--- config.mk ---
export PLATFORM = sky130hd
export DESIGN_NAME = adt_unit
export DESIGN_NICKNAME = d
export VERILOG_FILES = /design/src/common/adt_pkg.sv /design/src/rtl/adt_unit.sv
export SDC_FILE = /design/constraint.sdc
export NUM_CORES = 1
export LEC_CHECK = 0
export ABC_AREA = 1
export BUFFER_PORTS_ARGS = -buffer_cell sky130_fd_sc_hd__buf_2
export CAP_MARGIN = 20
export CORE_ASPECT_RATIO = 0.75
export CORE_MARGIN = 2
export CORE_UTILIZATION = 48
export DETAILED_ROUTE_END_ITERATION = 8
export GPL_TIMING_DRIVEN = 0
export PLACE_DENSITY = 0.76
export SKIP_CTS_REPAIR_TIMING = 1
export SLEW_MARGIN = 20
export SYNTH_ARGS = -nofsm -noshare
export SYNTH_HDL_FRONTEND = slang
export SYNTH_SLANG_ARGS = --single-unit
--- constraint.sdc ---
create_clock -name core_clk -period 1.8 [get_ports core_clk]
set_input_delay 0.18 -clock core_clk [delete_from_list [all_inputs] [get_ports core_clk]]
set_output_delay 0.18 -clock core_clk [all_outputs]
set_load 0.005 [all_outputs]
--- src/common/adt_pkg.sv ---
// Purpose: constants and carriers for the arithmetic unit decode and timing
// Assumes: one 100 MHz core clock; processor time pulses arrive as inputs
// Notes: ring counter advances on a 20 MHz enable derived from core clock
//
// Summary of operation
// - quotient lsb is xor of bit10, sign, carry
// - divide runs thirteen steps, first checks overflow
// - correction step after last, no left shift
// - correction with bit10 set asserts true-form control
// - correction with bit11 clear adds divisor
// - latch captures memory data at fetch pulse two
// - latch clears at pulse four on interrupt without break, else fetch one
// - mode starts legacy, swap instructions switch it
// - mode clocked after pulse two on fetch decode
// - two 32x8 lookup roms, 5-bit address
// - first rom enabled fetch/execute, non-swap instruction
// - second rom enabled fetch only, non-swap instruction
// - rom outputs are active low
// - rom output 26 increments memory address
// - four-stage twisted ring plus sync and active
// - time pulse from ring stages two and three
// - add-select deasserted: six clocks, 300 ns pulses
// - add-select asserted: stage one included, 400 ns
// - ring advances on 20 MHz after active sets
// - stop condition clears sync, ends unit timing
package adt_pkg;
  localparam int CLK_MHZ = 100;
  localparam int RING_MHZ = 20;
  localparam int RING_DIV = CLK_MHZ / RING_MHZ;
  localparam int SHIFT_PULSE_NS = 300;
  localparam int ADD_PULSE_NS = 400;
  localparam int RING_PERIOD_NS = 1000 / RING_MHZ;
  localparam int SHIFT_CLOCKS = SHIFT_PULSE_NS / RING_PERIOD_NS;
  localparam int ADD_CLOCKS = ADD_PULSE_NS / RING_PERIOD_NS;
  localparam logic [3:0] DIV_STEPS = 4'hD;
  localparam logic [11:0] LATCH_RESET = 12'h000;
  localparam int ROM_WORDS = 32;
  localparam int ROM_ADDR_W = 5;
  localparam int ROM_DATA_W = 8;
  localparam int ADD_SEL_BIT = 1;
  localparam int MA_INC_BIT = 5;
  typedef enum logic {ADT_MODE_A, ADT_MODE_B} adt_mode_e;
  typedef struct packed {
    logic fetch;
    logic execute;
    logic tp1;
    logic tp2;
    logic tp4;
    logic irq_pending;
    logic data_break;
  } adt_cpu_time_s;
  typedef struct packed {
    logic quotient_lsb;
    logic true_form;
    logic add_divisor;
    logic left_shift;
    logic link_clear;
  } adt_div_ctl_s;
endpackage : adt_pkg

--- src/rtl/adt_unit.sv ---
// Purpose: divide control, instruction latch, mode, decode roms, timing
// Assumes: time-state inputs synchronous to core_clk, one-cycle pulses
// Notes: rom contents are parameters; blank roms decode to no command
module adt_unit
  import adt_pkg::*;
#(
  parameter logic [ROM_WORDS*ROM_DATA_W-1:0] ROM1_INIT = '1,
  parameter logic [ROM_WORDS*ROM_DATA_W-1:0] ROM2_INIT = '1
)
(
  input wire logic core_clk,
  input wire logic reset_n,
  input wire adt_cpu_time_s cpu_time,
  input wire logic [11:0] memory_data_lines,
  input wire logic arith_instr,
  input wire logic swap_to_extended_set,
  input wire logic swap_to_legacy_set,
  input wire logic [4:0] rom_addr,
  input wire logic div_start,
  input wire logic div_first_carry,
  input wire logic q_bit10,
  input wire logic q_bit11,
  input wire logic divide_sign_bit,
  input wire logic carry_out,
  input wire logic unit_start,
  input wire logic stop_cond,
  output logic [11:0] instruction_latch,
  output logic [11:0] instruction_latch_n,
  output adt_mode_e mode,
  output logic [7:0] rom1_out_n,
  output logic [7:0] rom2_out_n,
  output logic ma_increment,
  output adt_div_ctl_s div_ctl,
  output logic div_active,
  output logic link_bit,
  output logic unit_time_pulse,
  output logic unit_active_ff,
  output logic [3:0] step_counter
);
  // ---------------------------------------------------------------
  // reset synchroniser
  // ---------------------------------------------------------------
  logic rst_meta;
  logic rst_n;
  always_ff @(posedge core_clk or negedge reset_n)
  begin
    if (!reset_n)
    begin
      rst_meta <= 1'b0;
      rst_n <= 1'b0;
    end
    else
    begin
      rst_meta <= 1'b1;
      rst_n <= rst_meta;
    end
  end

  // ---------------------------------------------------------------
  // instruction latch
  // ---------------------------------------------------------------
  logic latch_clr;
  // interrupt without data break clears at tp4, else at fetch tp1
  assign latch_clr = (cpu_time.irq_pending && !cpu_time.data_break)
    ? cpu_time.tp4 : (cpu_time.fetch && cpu_time.tp1);
  always_ff @(posedge core_clk or negedge rst_n)
  begin
    if (!rst_n)
    begin
      instruction_latch <= LATCH_RESET;
      instruction_latch_n <= ~LATCH_RESET;
    end
    else if (cpu_time.fetch && cpu_time.tp2)
    begin
      instruction_latch <= memory_data_lines;
      instruction_latch_n <= ~memory_data_lines;
    end
    else if (latch_clr)
    begin
      instruction_latch <= LATCH_RESET;
      instruction_latch_n <= ~LATCH_RESET;
    end
  end

  // ---------------------------------------------------------------
  // mode flip-flop
  // ---------------------------------------------------------------
  logic tp2_d;
  always_ff @(posedge core_clk or negedge rst_n)
  begin
    if (!rst_n)
      tp2_d <= 1'b0;
    else
      tp2_d <= cpu_time.tp2 && cpu_time.fetch && arith_instr;
  end
  // trailing edge: the cycle after the pulse
  always_ff @(posedge core_clk or negedge rst_n)
  begin
    if (!rst_n)
      mode <= ADT_MODE_A;
    else if (tp2_d && !cpu_time.tp2)
    begin
      if (swap_to_extended_set)
        mode <= ADT_MODE_B;
      else if (swap_to_legacy_set)
        mode <= ADT_MODE_A;
    end
  end

  // ---------------------------------------------------------------
  // decode roms
  // ---------------------------------------------------------------
  logic [ROM_DATA_W-1:0] rom1 [ROM_WORDS];
  logic [ROM_DATA_W-1:0] rom2 [ROM_WORDS];
  always_comb
  begin
    for (int i = 0; i < ROM_WORDS; i++)
    begin
      rom1[i] = ROM1_INIT[i*ROM_DATA_W +: ROM_DATA_W];
      rom2[i] = ROM2_INIT[i*ROM_DATA_W +: ROM_DATA_W];
    end
  end
  logic non_swap;
  logic rom1_en;
  logic rom2_en;
  assign non_swap = arith_instr && !swap_to_extended_set
    && !swap_to_legacy_set;
  assign rom1_en = non_swap && (cpu_time.fetch || cpu_time.execute);
  assign rom2_en = non_swap && cpu_time.fetch;
  always_ff @(posedge core_clk or negedge rst_n)
  begin
    if (!rst_n)
    begin
      rom1_out_n <= 8'hFF;
      rom2_out_n <= 8'hFF;
      ma_increment <= 1'b0;
    end
    else
    begin
      // disabled roms drive all ones, i.e. no command
      rom1_out_n <= rom1_en ? rom1[rom_addr] : 8'hFF;
      rom2_out_n <= rom2_en ? rom2[rom_addr] : 8'hFF;
      // stored zero is an asserted command
      ma_increment <= rom2_en && !rom2[rom_addr][MA_INC_BIT];
    end
  end
  logic slow_add;
  assign slow_add = !rom1_out_n[ADD_SEL_BIT];

  // ---------------------------------------------------------------
  // timing generator
  // ---------------------------------------------------------------
  logic [2:0] div_cnt;
  logic ring_en;
  always_ff @(posedge core_clk or negedge rst_n)
  begin
    if (!rst_n)
      div_cnt <= 3'h0;
    else if (div_cnt == 3'(RING_DIV - 1))
      div_cnt <= 3'h0;
    else
      div_cnt <= div_cnt + 3'h1;
  end
  assign ring_en = (div_cnt == 3'(RING_DIV - 1));

  logic sync_ff;
  logic [4:1] ring;
  logic next_ring1;
  logic next_ring2;
  always_ff @(posedge core_clk or negedge rst_n)
  begin
    if (!rst_n)
    begin
      sync_ff <= 1'b0;
      unit_active_ff <= 1'b0;
    end
    else
    begin
      if (unit_start)
        sync_ff <= 1'b1;
      else if (stop_cond && unit_time_pulse)
        sync_ff <= 1'b0;
      if (ring_en)
        unit_active_ff <= sync_ff || (unit_active_ff && ring != 4'h0);
    end
  end
  // slow ring: 1->2->3->4, ~4->1 (8 clocks); fast ring skips 1 (6 clocks)
  assign next_ring1 = slow_add ? ~ring[4] : 1'b0;
  assign next_ring2 = slow_add ? ring[1] : ~ring[4];
  always_ff @(posedge core_clk or negedge rst_n)
  begin
    if (!rst_n)
      ring <= 4'h0;
    else if (ring_en && unit_active_ff)
      ring <= {ring[3], ring[2], next_ring2, next_ring1};
    else if (!unit_active_ff)
      ring <= 4'h0;
  end
  logic tp_raw;
  logic tp_raw_d;
  assign tp_raw = ring[2] && ring[3];
  always_ff @(posedge core_clk or negedge rst_n)
  begin
    if (!rst_n)
      tp_raw_d <= 1'b0;
    else
      tp_raw_d <= tp_raw;
  end
  always_ff @(posedge core_clk or negedge rst_n)
  begin
    if (!rst_n)
      unit_time_pulse <= 1'b0;
    else
      unit_time_pulse <= tp_raw && !tp_raw_d;
  end

  // ---------------------------------------------------------------
  // divide sequencing
  // ---------------------------------------------------------------
  logic corr_pending;
  always_ff @(posedge core_clk or negedge rst_n)
  begin
    if (!rst_n)
    begin
      step_counter <= 4'h0;
      div_active <= 1'b0;
      corr_pending <= 1'b0;
      link_bit <= 1'b0;
    end
    else if (div_start)
    begin
      step_counter <= 4'h0;
      // link set at start; unit only runs if the first step carried
      link_bit <= 1'b1;
      div_active <= div_first_carry;
      corr_pending <= 1'b0;
    end
    else if (div_active && unit_time_pulse)
    begin
      step_counter <= step_counter + 4'h1;
      if (step_counter == DIV_STEPS - 4'h2)
      begin
        div_active <= 1'b0;
        corr_pending <= 1'b1;
      end
    end
    else if (corr_pending)
    begin
      corr_pending <= 1'b0;
      link_bit <= 1'b0;
    end
    else if (unit_time_pulse)
      step_counter <= step_counter + 4'h1;
  end
  always_ff @(posedge core_clk or negedge rst_n)
  begin
    if (!rst_n)
      div_ctl <= '0;
    else if (corr_pending)
    begin
      div_ctl.quotient_lsb <= q_bit11;
      div_ctl.true_form <= q_bit10;
      div_ctl.add_divisor <= !q_bit11;
      div_ctl.left_shift <= 1'b0;
      div_ctl.link_clear <= 1'b1;
    end
    else
    begin
      div_ctl.quotient_lsb <= q_bit10 ^ divide_sign_bit ^ carry_out;
      div_ctl.true_form <= (q_bit10 == q_bit11);
      div_ctl.add_divisor <= 1'b0;
      div_ctl.left_shift <= div_active;
      div_ctl.link_clear <= 1'b0;
    end
  end

  // ---------------------------------------------------------------
  // checks
  // ---------------------------------------------------------------
  quot_bit_a: assert property (@(posedge core_clk) disable iff (!rst_n)
    !corr_pending |=> div_ctl.quotient_lsb ==
      ($past(q_bit10) ^ $past(divide_sign_bit) ^ $past(carry_out)))
    else $error("quotient bit wrong");
  corr_shift_a: assert property (@(posedge core_clk) disable iff (!rst_n)
    corr_pending |=> !div_ctl.left_shift && div_ctl.link_clear)
    else $error("correction step shifts");
  corr_true_a: assert property (@(posedge core_clk) disable iff (!rst_n)
    corr_pending && q_bit10 |=> div_ctl.true_form)
    else $error("correction true form missing");
  corr_add_a: assert property (@(posedge core_clk) disable iff (!rst_n)
    corr_pending |=> div_ctl.add_divisor == !$past(q_bit11))
    else $error("correction add wrong");
  latch_load_a: assert property (@(posedge core_clk) disable iff (!rst_n)
    cpu_time.fetch && cpu_time.tp2 |=>
      instruction_latch == $past(memory_data_lines)
      && instruction_latch_n == ~instruction_latch)
    else $error("latch load wrong");
  mode_hold_a: assert property (@(posedge core_clk) disable iff (!rst_n)
    !tp2_d |=> $stable(mode))
    else $error("mode changed off pulse");
  rom2_off_a: assert property (@(posedge core_clk) disable iff (!rst_n)
    !cpu_time.fetch |=> rom2_out_n == 8'hFF && !ma_increment)
    else $error("second rom active outside fetch");
  pulse_src_a: assert property (@(posedge core_clk) disable iff (!rst_n)
    unit_time_pulse |-> $past(ring[2] && ring[3]))
    else $error("time pulse without ring stages");
  ring_idle_a: assert property (@(posedge core_clk) disable iff (!rst_n)
    !unit_active_ff |=> ring == 4'h0)
    else $error("ring runs while inactive");
  rom1_off_a: assert property (
    @(posedge core_clk) disable iff (!rst_n)
    !cpu_time.fetch && !cpu_time.execute |=> rom1_out_n == 8'hFF)
    else $error("first rom active outside fetch and execute");
  link_clear_a: assert property (
    @(posedge core_clk) disable iff (!rst_n)
    corr_pending && !div_start |=> !link_bit)
    else $error("link not cleared after divide");
  // start wins over stop, so only a clean stop must clear sync
  stop_sync_a: assert property (
    @(posedge core_clk) disable iff (!rst_n)
    stop_cond && unit_time_pulse && !unit_start |=> !sync_ff)
    else $error("stop did not clear sync");
  fast_ring_a: assert property (
    @(posedge core_clk) disable iff (!rst_n)
    ring_en && unit_active_ff && !slow_add |=> !ring[1])
    else $error("stage one not bypassed");
  slow_ring_a: assert property (
    @(posedge core_clk) disable iff (!rst_n)
    ring_en && unit_active_ff && slow_add
      |=> ring[1] == !$past(ring[4]))
    else $error("stage one not fed back");
endmodule : adt_unit

Word level (Yosys, flattened, before mapping) --
Memory sizes are Yosys's and may differ from the RTL's. Cells that the tools add are included.
Storage, ports and cells: bits in registers 68, latch bits 0, bits in writable memories 0, ROM bits 256, input bits 37, output and inout bits 55, memories 1
Memory list:
- (no name shown) | words 32, bits a word 8, rd ports 1, clocked after Yosys merged registers in 0, write ports 0, RTL line adt_unit.sv:144 | ma_increment <= rom2_en && !rom2[rom_addr][MA_INC_BIT];
Operators by class: add/subtract/negate cells 2, multiply operators 0, divide/modulo/power cells 0, order comparisons 1, equal/unequal tests 7, shift-type cells 0, mux-type cells 32, bitwise logic cells 5, reduce and logical (&&, ||, !) cells 37
Operator list (number):
- two-way mux 12 bit | 4
- two-way mux 8 bit | 4
- two-way mux 4 bit | 6
- logical AND 1 bit | 16
- two-way mux 1 bit | 16
- inverter 12 bit | 1
- nonzero test 2 bit | 6
- AND reduction 2 bit | 4
- zero test 1 bit | 7
- >= comparator 6 bit (second input constant) | 1
- != test 3 x 2 -> 1 bit (second input constant) | 2
- inverter 5 -> 6 bit | 1
- two-way mux 5 bit | 1
- adder 4 x 1 -> 4 bit (second input constant) | 1
- == test 4 bit (second input constant) | 1
- nonzero test 4 bit | 1
- adder 3 x 1 -> 3 bit (second input constant) | 1
- == test 3 bit (second input constant) | 1
- two-way mux 3 bit | 1
- nonzero test 3 bit | 1
- logical OR 1 bit | 2
- != test 2 x 1 -> 1 bit (second input constant) | 1
- != test 2 bit (second input constant) | 1
- XOR 1 bit | 2
- other kinds (2) | 2

Depth between registers and ports, before layout --
Gate-level depths: netlist of run 1.
word-level depth 6, depth in mapped cells 7

Worst setup path after synthesis of run 1 --
Ideal clock, no wire load.
path type reg-to-reg, from register step_counter[0], to register step_counter[2], data arrival time 0.904 ns, setup slack 0.780 ns, stages on the path, launching flop included 6, path buffers 0, clock period less this slack 1.020 ns, path through dfrtp_1 ha_1 xnor2_1 nor2_1 nand2_1 nand2_1
Between the ends: word-level cells in the longest chain between the ends 5
RTL lines:
- start, declared | RTL line adt_unit.sv:38 | output logic [3:0] step_counter
- start signal, assigned | RTL line adt_unit.sv:240 | step_counter <= step_counter + 4'h1;
- start signal, assigned | RTL line adt_unit.sv:253 | step_counter <= step_counter + 4'h1;
- adder 4 x 1 -> 4 bit * | RTL line adt_unit.sv:240, adt_unit.sv:253
- two-way mux 4 bit | RTL line adt_unit.sv:252 | else if (unit_time_pulse)
- two-way mux 4 bit | RTL line adt_unit.sv:247 | else if (corr_pending)
- two-way mux 4 bit * | RTL line adt_unit.sv:238 | else if (div_active && unit_time_pulse)
- two-way mux 4 bit * | RTL line adt_unit.sv:230 | else if (div_start)
Mark *: on every way between the ends. The rest lies on a longest branch, timed or not. The select of a mux whose other input is x is not followed. A chain may end at the register's enable or synchronous reset.

Final worst setup path of run 1 --
from register div_cnt[0], to register ring[4] in the netlist's numbering
Between the ends: word-level cells in the longest chain between the ends 3
RTL lines:
- start, declared | RTL line adt_unit.sv:153 | logic [2:0] div_cnt;
- start signal, assigned | RTL line adt_unit.sv:162 | div_cnt <= div_cnt + 3'h1;
- == test 3 bit * | RTL line adt_unit.sv:164 | assign ring_en = (div_cnt == 3'(RING_DIV - 1));
- logical AND 1 bit * | RTL line adt_unit.sv:194 | else if (ring_en && unit_active_ff)
- != test 2 x 1 -> 1 bit (no source line) / two-way mux 4 bit (equally long branches)
- end signal, assigned | RTL line adt_unit.sv:195 | ring <= {ring[3], ring[2], next_ring2, next_ring1};
- end, declared | RTL line adt_unit.sv:167 | logic [4:1] ring;
Mark *: on every way between the ends. The rest lies on a longest branch, timed or not.

==> results.md, run 1 <==
- Hold_sp: unit_start
- Core ar.: 0.00449 sq mm
- Remaining antenna violation count after routing: 0
- Required @ worst endpoint: 2.01 ns
- Max Cap Violations: 0
- Routing usage on met3: 4.19%
- Slew @ Worst Pin: 0.518 ns
- Final Core Density: 63.7%
- Global-route wire length before repair: 7450 um
- Die Area: 0.00528 sq mm
- Hold WS: 0.0575 ns
- GR Overflow Total: 0
- 1st-iter DRT viols: 110
- Vias in the first global route: 1691
- HP Class: input pin to register
- Placed cell count: 383
- # H-tree levels: 2
- Pwr Total: 2.39 mW
- Post-synthesis compound-gate area fraction: 6.15%
- Met2 Track Usage GR: 29.1%
- Total Wirelength: 4550 um
- Storage element area: 0.00127 sq mm
- Mux cell area share after synthesis: 0%
- PwrDens: 836 mW/mm^2
- Global Route Usage Sum: 17.5%
- Filler cell count in the final layout: 381
- # nets final: 374
- Sinks on the clock net: 50
- I/O pin total: 92
- Fin crit period: 1.15 ns
- Routed len/inst: 11.6 um
- Largest family of logic cells by synthesized area: simple AND/OR/NAND/NOR gates
- Final Hold Fails: 0
- Syn Inst Count: 241
- DRT Pass-1 Iters: 4
- Worst setup SP type: register
- Pin count of the biggest net entering global routing: 27
- Syn-to-layout area delta: 26.6%
- F_max: 871 MHz
- Post-Syn Area: 0.00226 sq mm
- VDD IR max: 0.000480 V
- Unrepaired setup endpoints after global routing: no
- Cts bufs inserted: 5
- Status: finished clean
- Met1 Use GR: 23.2%
- DIE WIDTH: 83.2 um
- Syn_area_per_cell: 9.37 sq um
- CTS root buf: clkbuf_8
- Row cnt: 21
- Worst slack, placed: 0.681 ns
- Crit path from: div_cnt[0]
- Syn. warnings: 0
- CP max FO: 4
- Clock tree buffer depth: 2
- Yosys reg bits: 50
- GP Congestion: 0.794
- DRC violations left: 0
- Worst-Skew Late Latency: 0.30 ns
- CTS tree: yes
- CP endpoint kind: register
- Starting Density: 50.3%
- Placed Area: 0.00275 sq mm
- Distinct cells, synth: 26
- Post-synthesis simple-gate area fraction: 22.0%
- Number of diodes: 0
- Leak: 1.58 nW
- IO buf count: 68
- Dpl hpwl: 3510 um
- Initial antenna violation count: 0
- Clk pin slew, worst setup/hold paths: 0.09 ns
- Crit path DAT: 1.36 ns
- FF-to-FF Start: div_cnt[0]
- Slew Viols, Final: 0
- Fin cells: 392
- Global route hottest layer: met2
- Register area share after synthesis: 56.1%
- Final Setup Violations: 0
- Final setup margin: 0.652 ns
- Layout cells sized above 1: 39.1%
- Chip height: 63.4 um
- Max transition margin: 65.5%
- Multi-input gate area: 767 sq um
- Vias/cell: 4.60
- Most frequent cells in the layout: nand2_1, buf_2, dfrtp_1
- Sum of negative setup slack: 0 ns
- Worst Skew: 0.00771 ns
- Post-Synth XOR/XNOR Area: 1.16%
- CP Class: register to register
- Final instance area: 0.00286 sq mm
- Vias: 1803
- Post-synthesis adder-cell area fraction: 1.66%
- Part of the cycle the worst path needs: 63.8%
==> registers in the layout (all words and copies together), names as in the netlist, 3 cells and up <==
signal,cells
div_cnt,3
div_ctl,5
instruction_latch,12
instruction_latch_n,12
ring,3
step_counter,4
==> power by group <==
part	switching [mW]	total (mW)	internal (mW)	leakage [nW]
logic	0.205	0.398	0.193	0.947
clock network	0.364	0.680	0.317	0.0478
registers	0.0664	1.31	1.25	0.582
==> synthesized netlist by cell type <==
master / instances / area, sq um
nand3_1: 6 / 30.0
xor2_1: 1 / 8.76
inv_2: 4 / 15.0
a21o_1: 1 / 7.51
ha_1: 3 / 37.5
nand4_1: 14 / 87.6
nand2_2: 3 / 18.8
nand2_1: 71 / 267
nand3b_1: 2 / 15.0
o21ai_1: 1 / 5.00
o21ai_2: 8 / 70.1
o21ai_0: 5 / 25.0
xnor2_1: 2 / 17.5
dfstp_2: 12 / 315
o22ai_1: 3 / 18.8
conb_1: 2 / 7.51
dfrtp_1: 38 / 951
buf_4: 18 / 135
nor2_1: 11 / 41.3
nand3_4: 1 / 17.5
buf_6: 2 / 22.5
inv_1: 26 / 97.6
o21a_1: 1 / 7.51
buf_2: 3 / 15.0
a21oi_1: 1 / 5.00
nand3_2: 2 / 20.0
==> per-layer routing <==
layer | wire length (um) | part of all wire (%)
met3 | 263 | 5.8
met2 | 2130 | 47
met4 | 38 | 0.84
met5 | 0 | 0
met1 | 2120 | 47
==> worst max-delay path, cell delays in order, from the launching register on <==
cell and delay, ns:
dfrtp_1 0.41, inv_1 0.07, ha_1 0.14, nand2_1 0.07, inv_1 0.13, nand2_1 0.11, o22ai_1 0.14
==> kinds of logic (layout without fill, tap and decap cells) <==
logic type	count (synthesis)	after routing
compound gates	20	20
xor+xnor	3	3
fa+ha+maj	3	3
buf+inv	53	131
flops	50	50
other cells	2	18
simple gates	110	110
==> worst paths after layout <==
kind,slack (ns),cells past startpoint,end
max,0.65,6,ring[4]
min,0.06,2,sync_ff
max in group asynchronous,0.96,1,instruction_latch_n[4]
min in group asynchronous,0.19,2,rst_n
max reg2reg,0.65,6,ring[4]
min reg2reg,0.25,0,unit_time_pulse
==> area by class of cell <==
cell class / instances / share of cell area [%]
sequential: 50 / 44.3
multi-input combinational: 154 / 26.8
clock inverter: 2 / 0.569
timing repair buffer: 70 / 12.9
buffer: 23 / 6.04
inverter: 30 / 3.94
tap: 57 / 2.49
clock buffer: 6 / 2.89
(Power assumes the default switching activity.)
==> run 2: changes to the inputs <==
--- a/config.mk
+++ b/config.mk
@@ -10,10 +10,10 @@
 export CAP_MARGIN = 20
 export CORE_ASPECT_RATIO = 0.75
 export CORE_MARGIN = 2
-export CORE_UTILIZATION = 48
+export CORE_UTILIZATION = 43
 export DETAILED_ROUTE_END_ITERATION = 8
 export GPL_TIMING_DRIVEN = 0
-export PLACE_DENSITY = 0.76
+export PLACE_DENSITY = 0.71
 export SKIP_CTS_REPAIR_TIMING = 1
 export SLEW_MARGIN = 20
 export SYNTH_ARGS = -nofsm -noshare
==> constraint.sdc (replaced) <==
create_clock -name core_clk -period 1 [get_ports core_clk]
set_input_delay 0.1 -clock core_clk [delete_from_list [all_inputs] [get_ports core_clk]]
set_output_delay 0.1 -clock core_clk [all_outputs]
set_load 0.005 [all_outputs]
==> results.md, run 2 (synthesis results as in run 1) <==
- Status: complete, but fails checks
- Failing checks: setup timing
- Leak: 1.63 nW
- Clock tree buffer depth: 2
- Vias: 1825
- Internal power: 3.22 mW
- Core ar.: 0.00498 sq mm
- Cts bufs inserted: 5
- Chip height: 66.8 um
- Final Hold Fails: 0
- Max transition margin: 59.9%
- Combinational power share: 17.7%
- Pin count of the biggest net entering global routing: 49
- Final setup margin: -0.0454 ns
- Buf/Inv on CP: 1
- GR Overflow Total: 0
- Vias in the first global route: 1493
- Crit path DAT: 0.95 ns
- CP max-delay cell: dfstp_2
- Worst setup SP type: register
- Hold WS: 0.00542 ns
- Max Cap Violations: 0
- DRT Pass-1 Iters: 4
- Fin crit period: 1.05 ns
- Row cnt: 22
- F_max: 957 MHz
- Slowest stage delay, CP: 0.55 ns
- Unrepaired setup endpoints after global routing: yes
- # nets final: 380
- Worst Skew: 0.00339 ns
- Worst-Skew Late Latency: 0.29 ns
- Initial antenna violation count: 0
- # H-tree levels: 2
- Fin cells: 413
- Part of the cycle the worst path needs: 105%
- I/O pin total: 92
- Final Core Density: 61.7%
- Dpl hpwl: 3300 um
- Pwr Total: 4.35 mW
- Placed cell count: 397
- Slew @ Worst Pin: 0.601 ns
- Syn-to-layout area delta: 36.1%
- Number of diodes: 0
- Seq pwr share: 55.1%
- Required @ worst endpoint: 0.90 ns
- DIE WIDTH: 87.7 um
- Critical Path, Cell by Cell: buf_2
- CP Class: register to output port
- Remaining antenna violation count after routing: 0
- 1st-iter DRT viols: 61
- DRC violations left: 0
- Global-route wire length before repair: 6980 um
- Global Route Usage Sum: 15.7%
- Net Sw Power: 1.13 mW
- Total Wirelength: 4720 um
- Storage element area: 0.00127 sq mm
- PwrDens: 1420 mW/mm^2
- Crit path max-delay family: flip-flops
- Die Area: 0.00585 sq mm
- IO buf count: 68
- Filler cell count in the final layout: 437
- Switching fraction of total power: 26.0%
- Clk pin slew, worst setup/hold paths: 0.08 ns
- Layout cells sized above 1: 45.5%
- Most frequent cells in the layout: nand2_1, buf_2, dfrtp_1
- Final Setup Violations: 17
- VDD IR max: 0.00117 V
- CTS root buf: clkbuf_8
- Clock network fraction of design power: 27.2%
- Routed len/inst: 11.4 um
- Sinks on the clock net: 50
- Slew Viols, Final: 0
- GP Congestion: 0.815
- HP Class: input pin to register
- CP max FO: 2
- Starting Density: 45.3%
- Vias/cell: 4.42
- Multi-input gate area: 868 sq um
- CTS tree: yes
- Largest regs: instruction_latch x12, instruction_latch_n x12, div_ctl x5
- Sum of negative setup slack: -0.420 ns
- CP endpoint kind: output port
- Commonest non-fill, non-tap cell in the layout: nand2_1
-- run 2: cell types whose count changed in the layout (fill, tap and decap cells not counted), moves of 3 or more --
cell     previous run  this run
buf_6               2        11
buf_2              71        63
nand2_1            71        65
inv_1              26        21
buf_4              18        22
dfrtp_1            37        33
inv_2               4         8
nand2_4             0         4
dfrtp_2             1         4
o22ai_1             3         0
-- run 2: layout make-up --
cell class	count	share of cell area, %
buffer	23	5.62
clock buffer	7	2.81
tap	72	2.93
clock inverter	1	0.163
sequential	50	41.5
multi-input combinational	154	28.2
inverter	30	3.74
timing repair buffer	76	15.0
-- run 2: routing by layer --
metal	vias to the layer above	GRT usage, %	share of wire [%]
li1	922	-	-
met3	4	4.09	5.3
met2	58	24.9	47
met5	-	0	0
met1	841	22.0	47
met4	0	2.88	0.70
-- run 2: final timing paths --
kind,slack (ns),start,depth (start not counted),endpoint
min reg2reg,0.35,rst_n,0,instruction_latch[4]
min in group asynchronous,0.11,reset_n,2,rst_n
max reg2reg,-0.04,div_cnt[0],6,ring[2]
max,-0.05,instruction_latch_n[6],1,instruction_latch_n[6]
min,0.005,div_first_carry,3,div_active
max in group asynchronous,0.22,rst_n,0,unit_active_ff
-- run 2: stage by stage --
step                setup slack (ns)  instance area, sq um
CTS                           -0.162                  2840
global route                 -0.0867                  3070
global placement              -0.172                  2750
detailed placement            -0.172                  2750
finish                       -0.0454                  3070
floorplan                    0.00999                  2320
-- run 2: power by group through the flow --
| stage | clock network, mW | logic (mW) | registers, mW |
|---|---|---|---|
| finish | 1.18 | 0.769 | 2.40 |
| global placement | 0 | 0.677 | 2.41 |
| CTS | 1.22 | 0.693 | 2.38 |
| detailed placement | 0 | 0.691 | 2.41 |
| floorplan | 0 | 0.371 | 2.42 |
| global route | 1.32 | 0.866 | 2.42 |
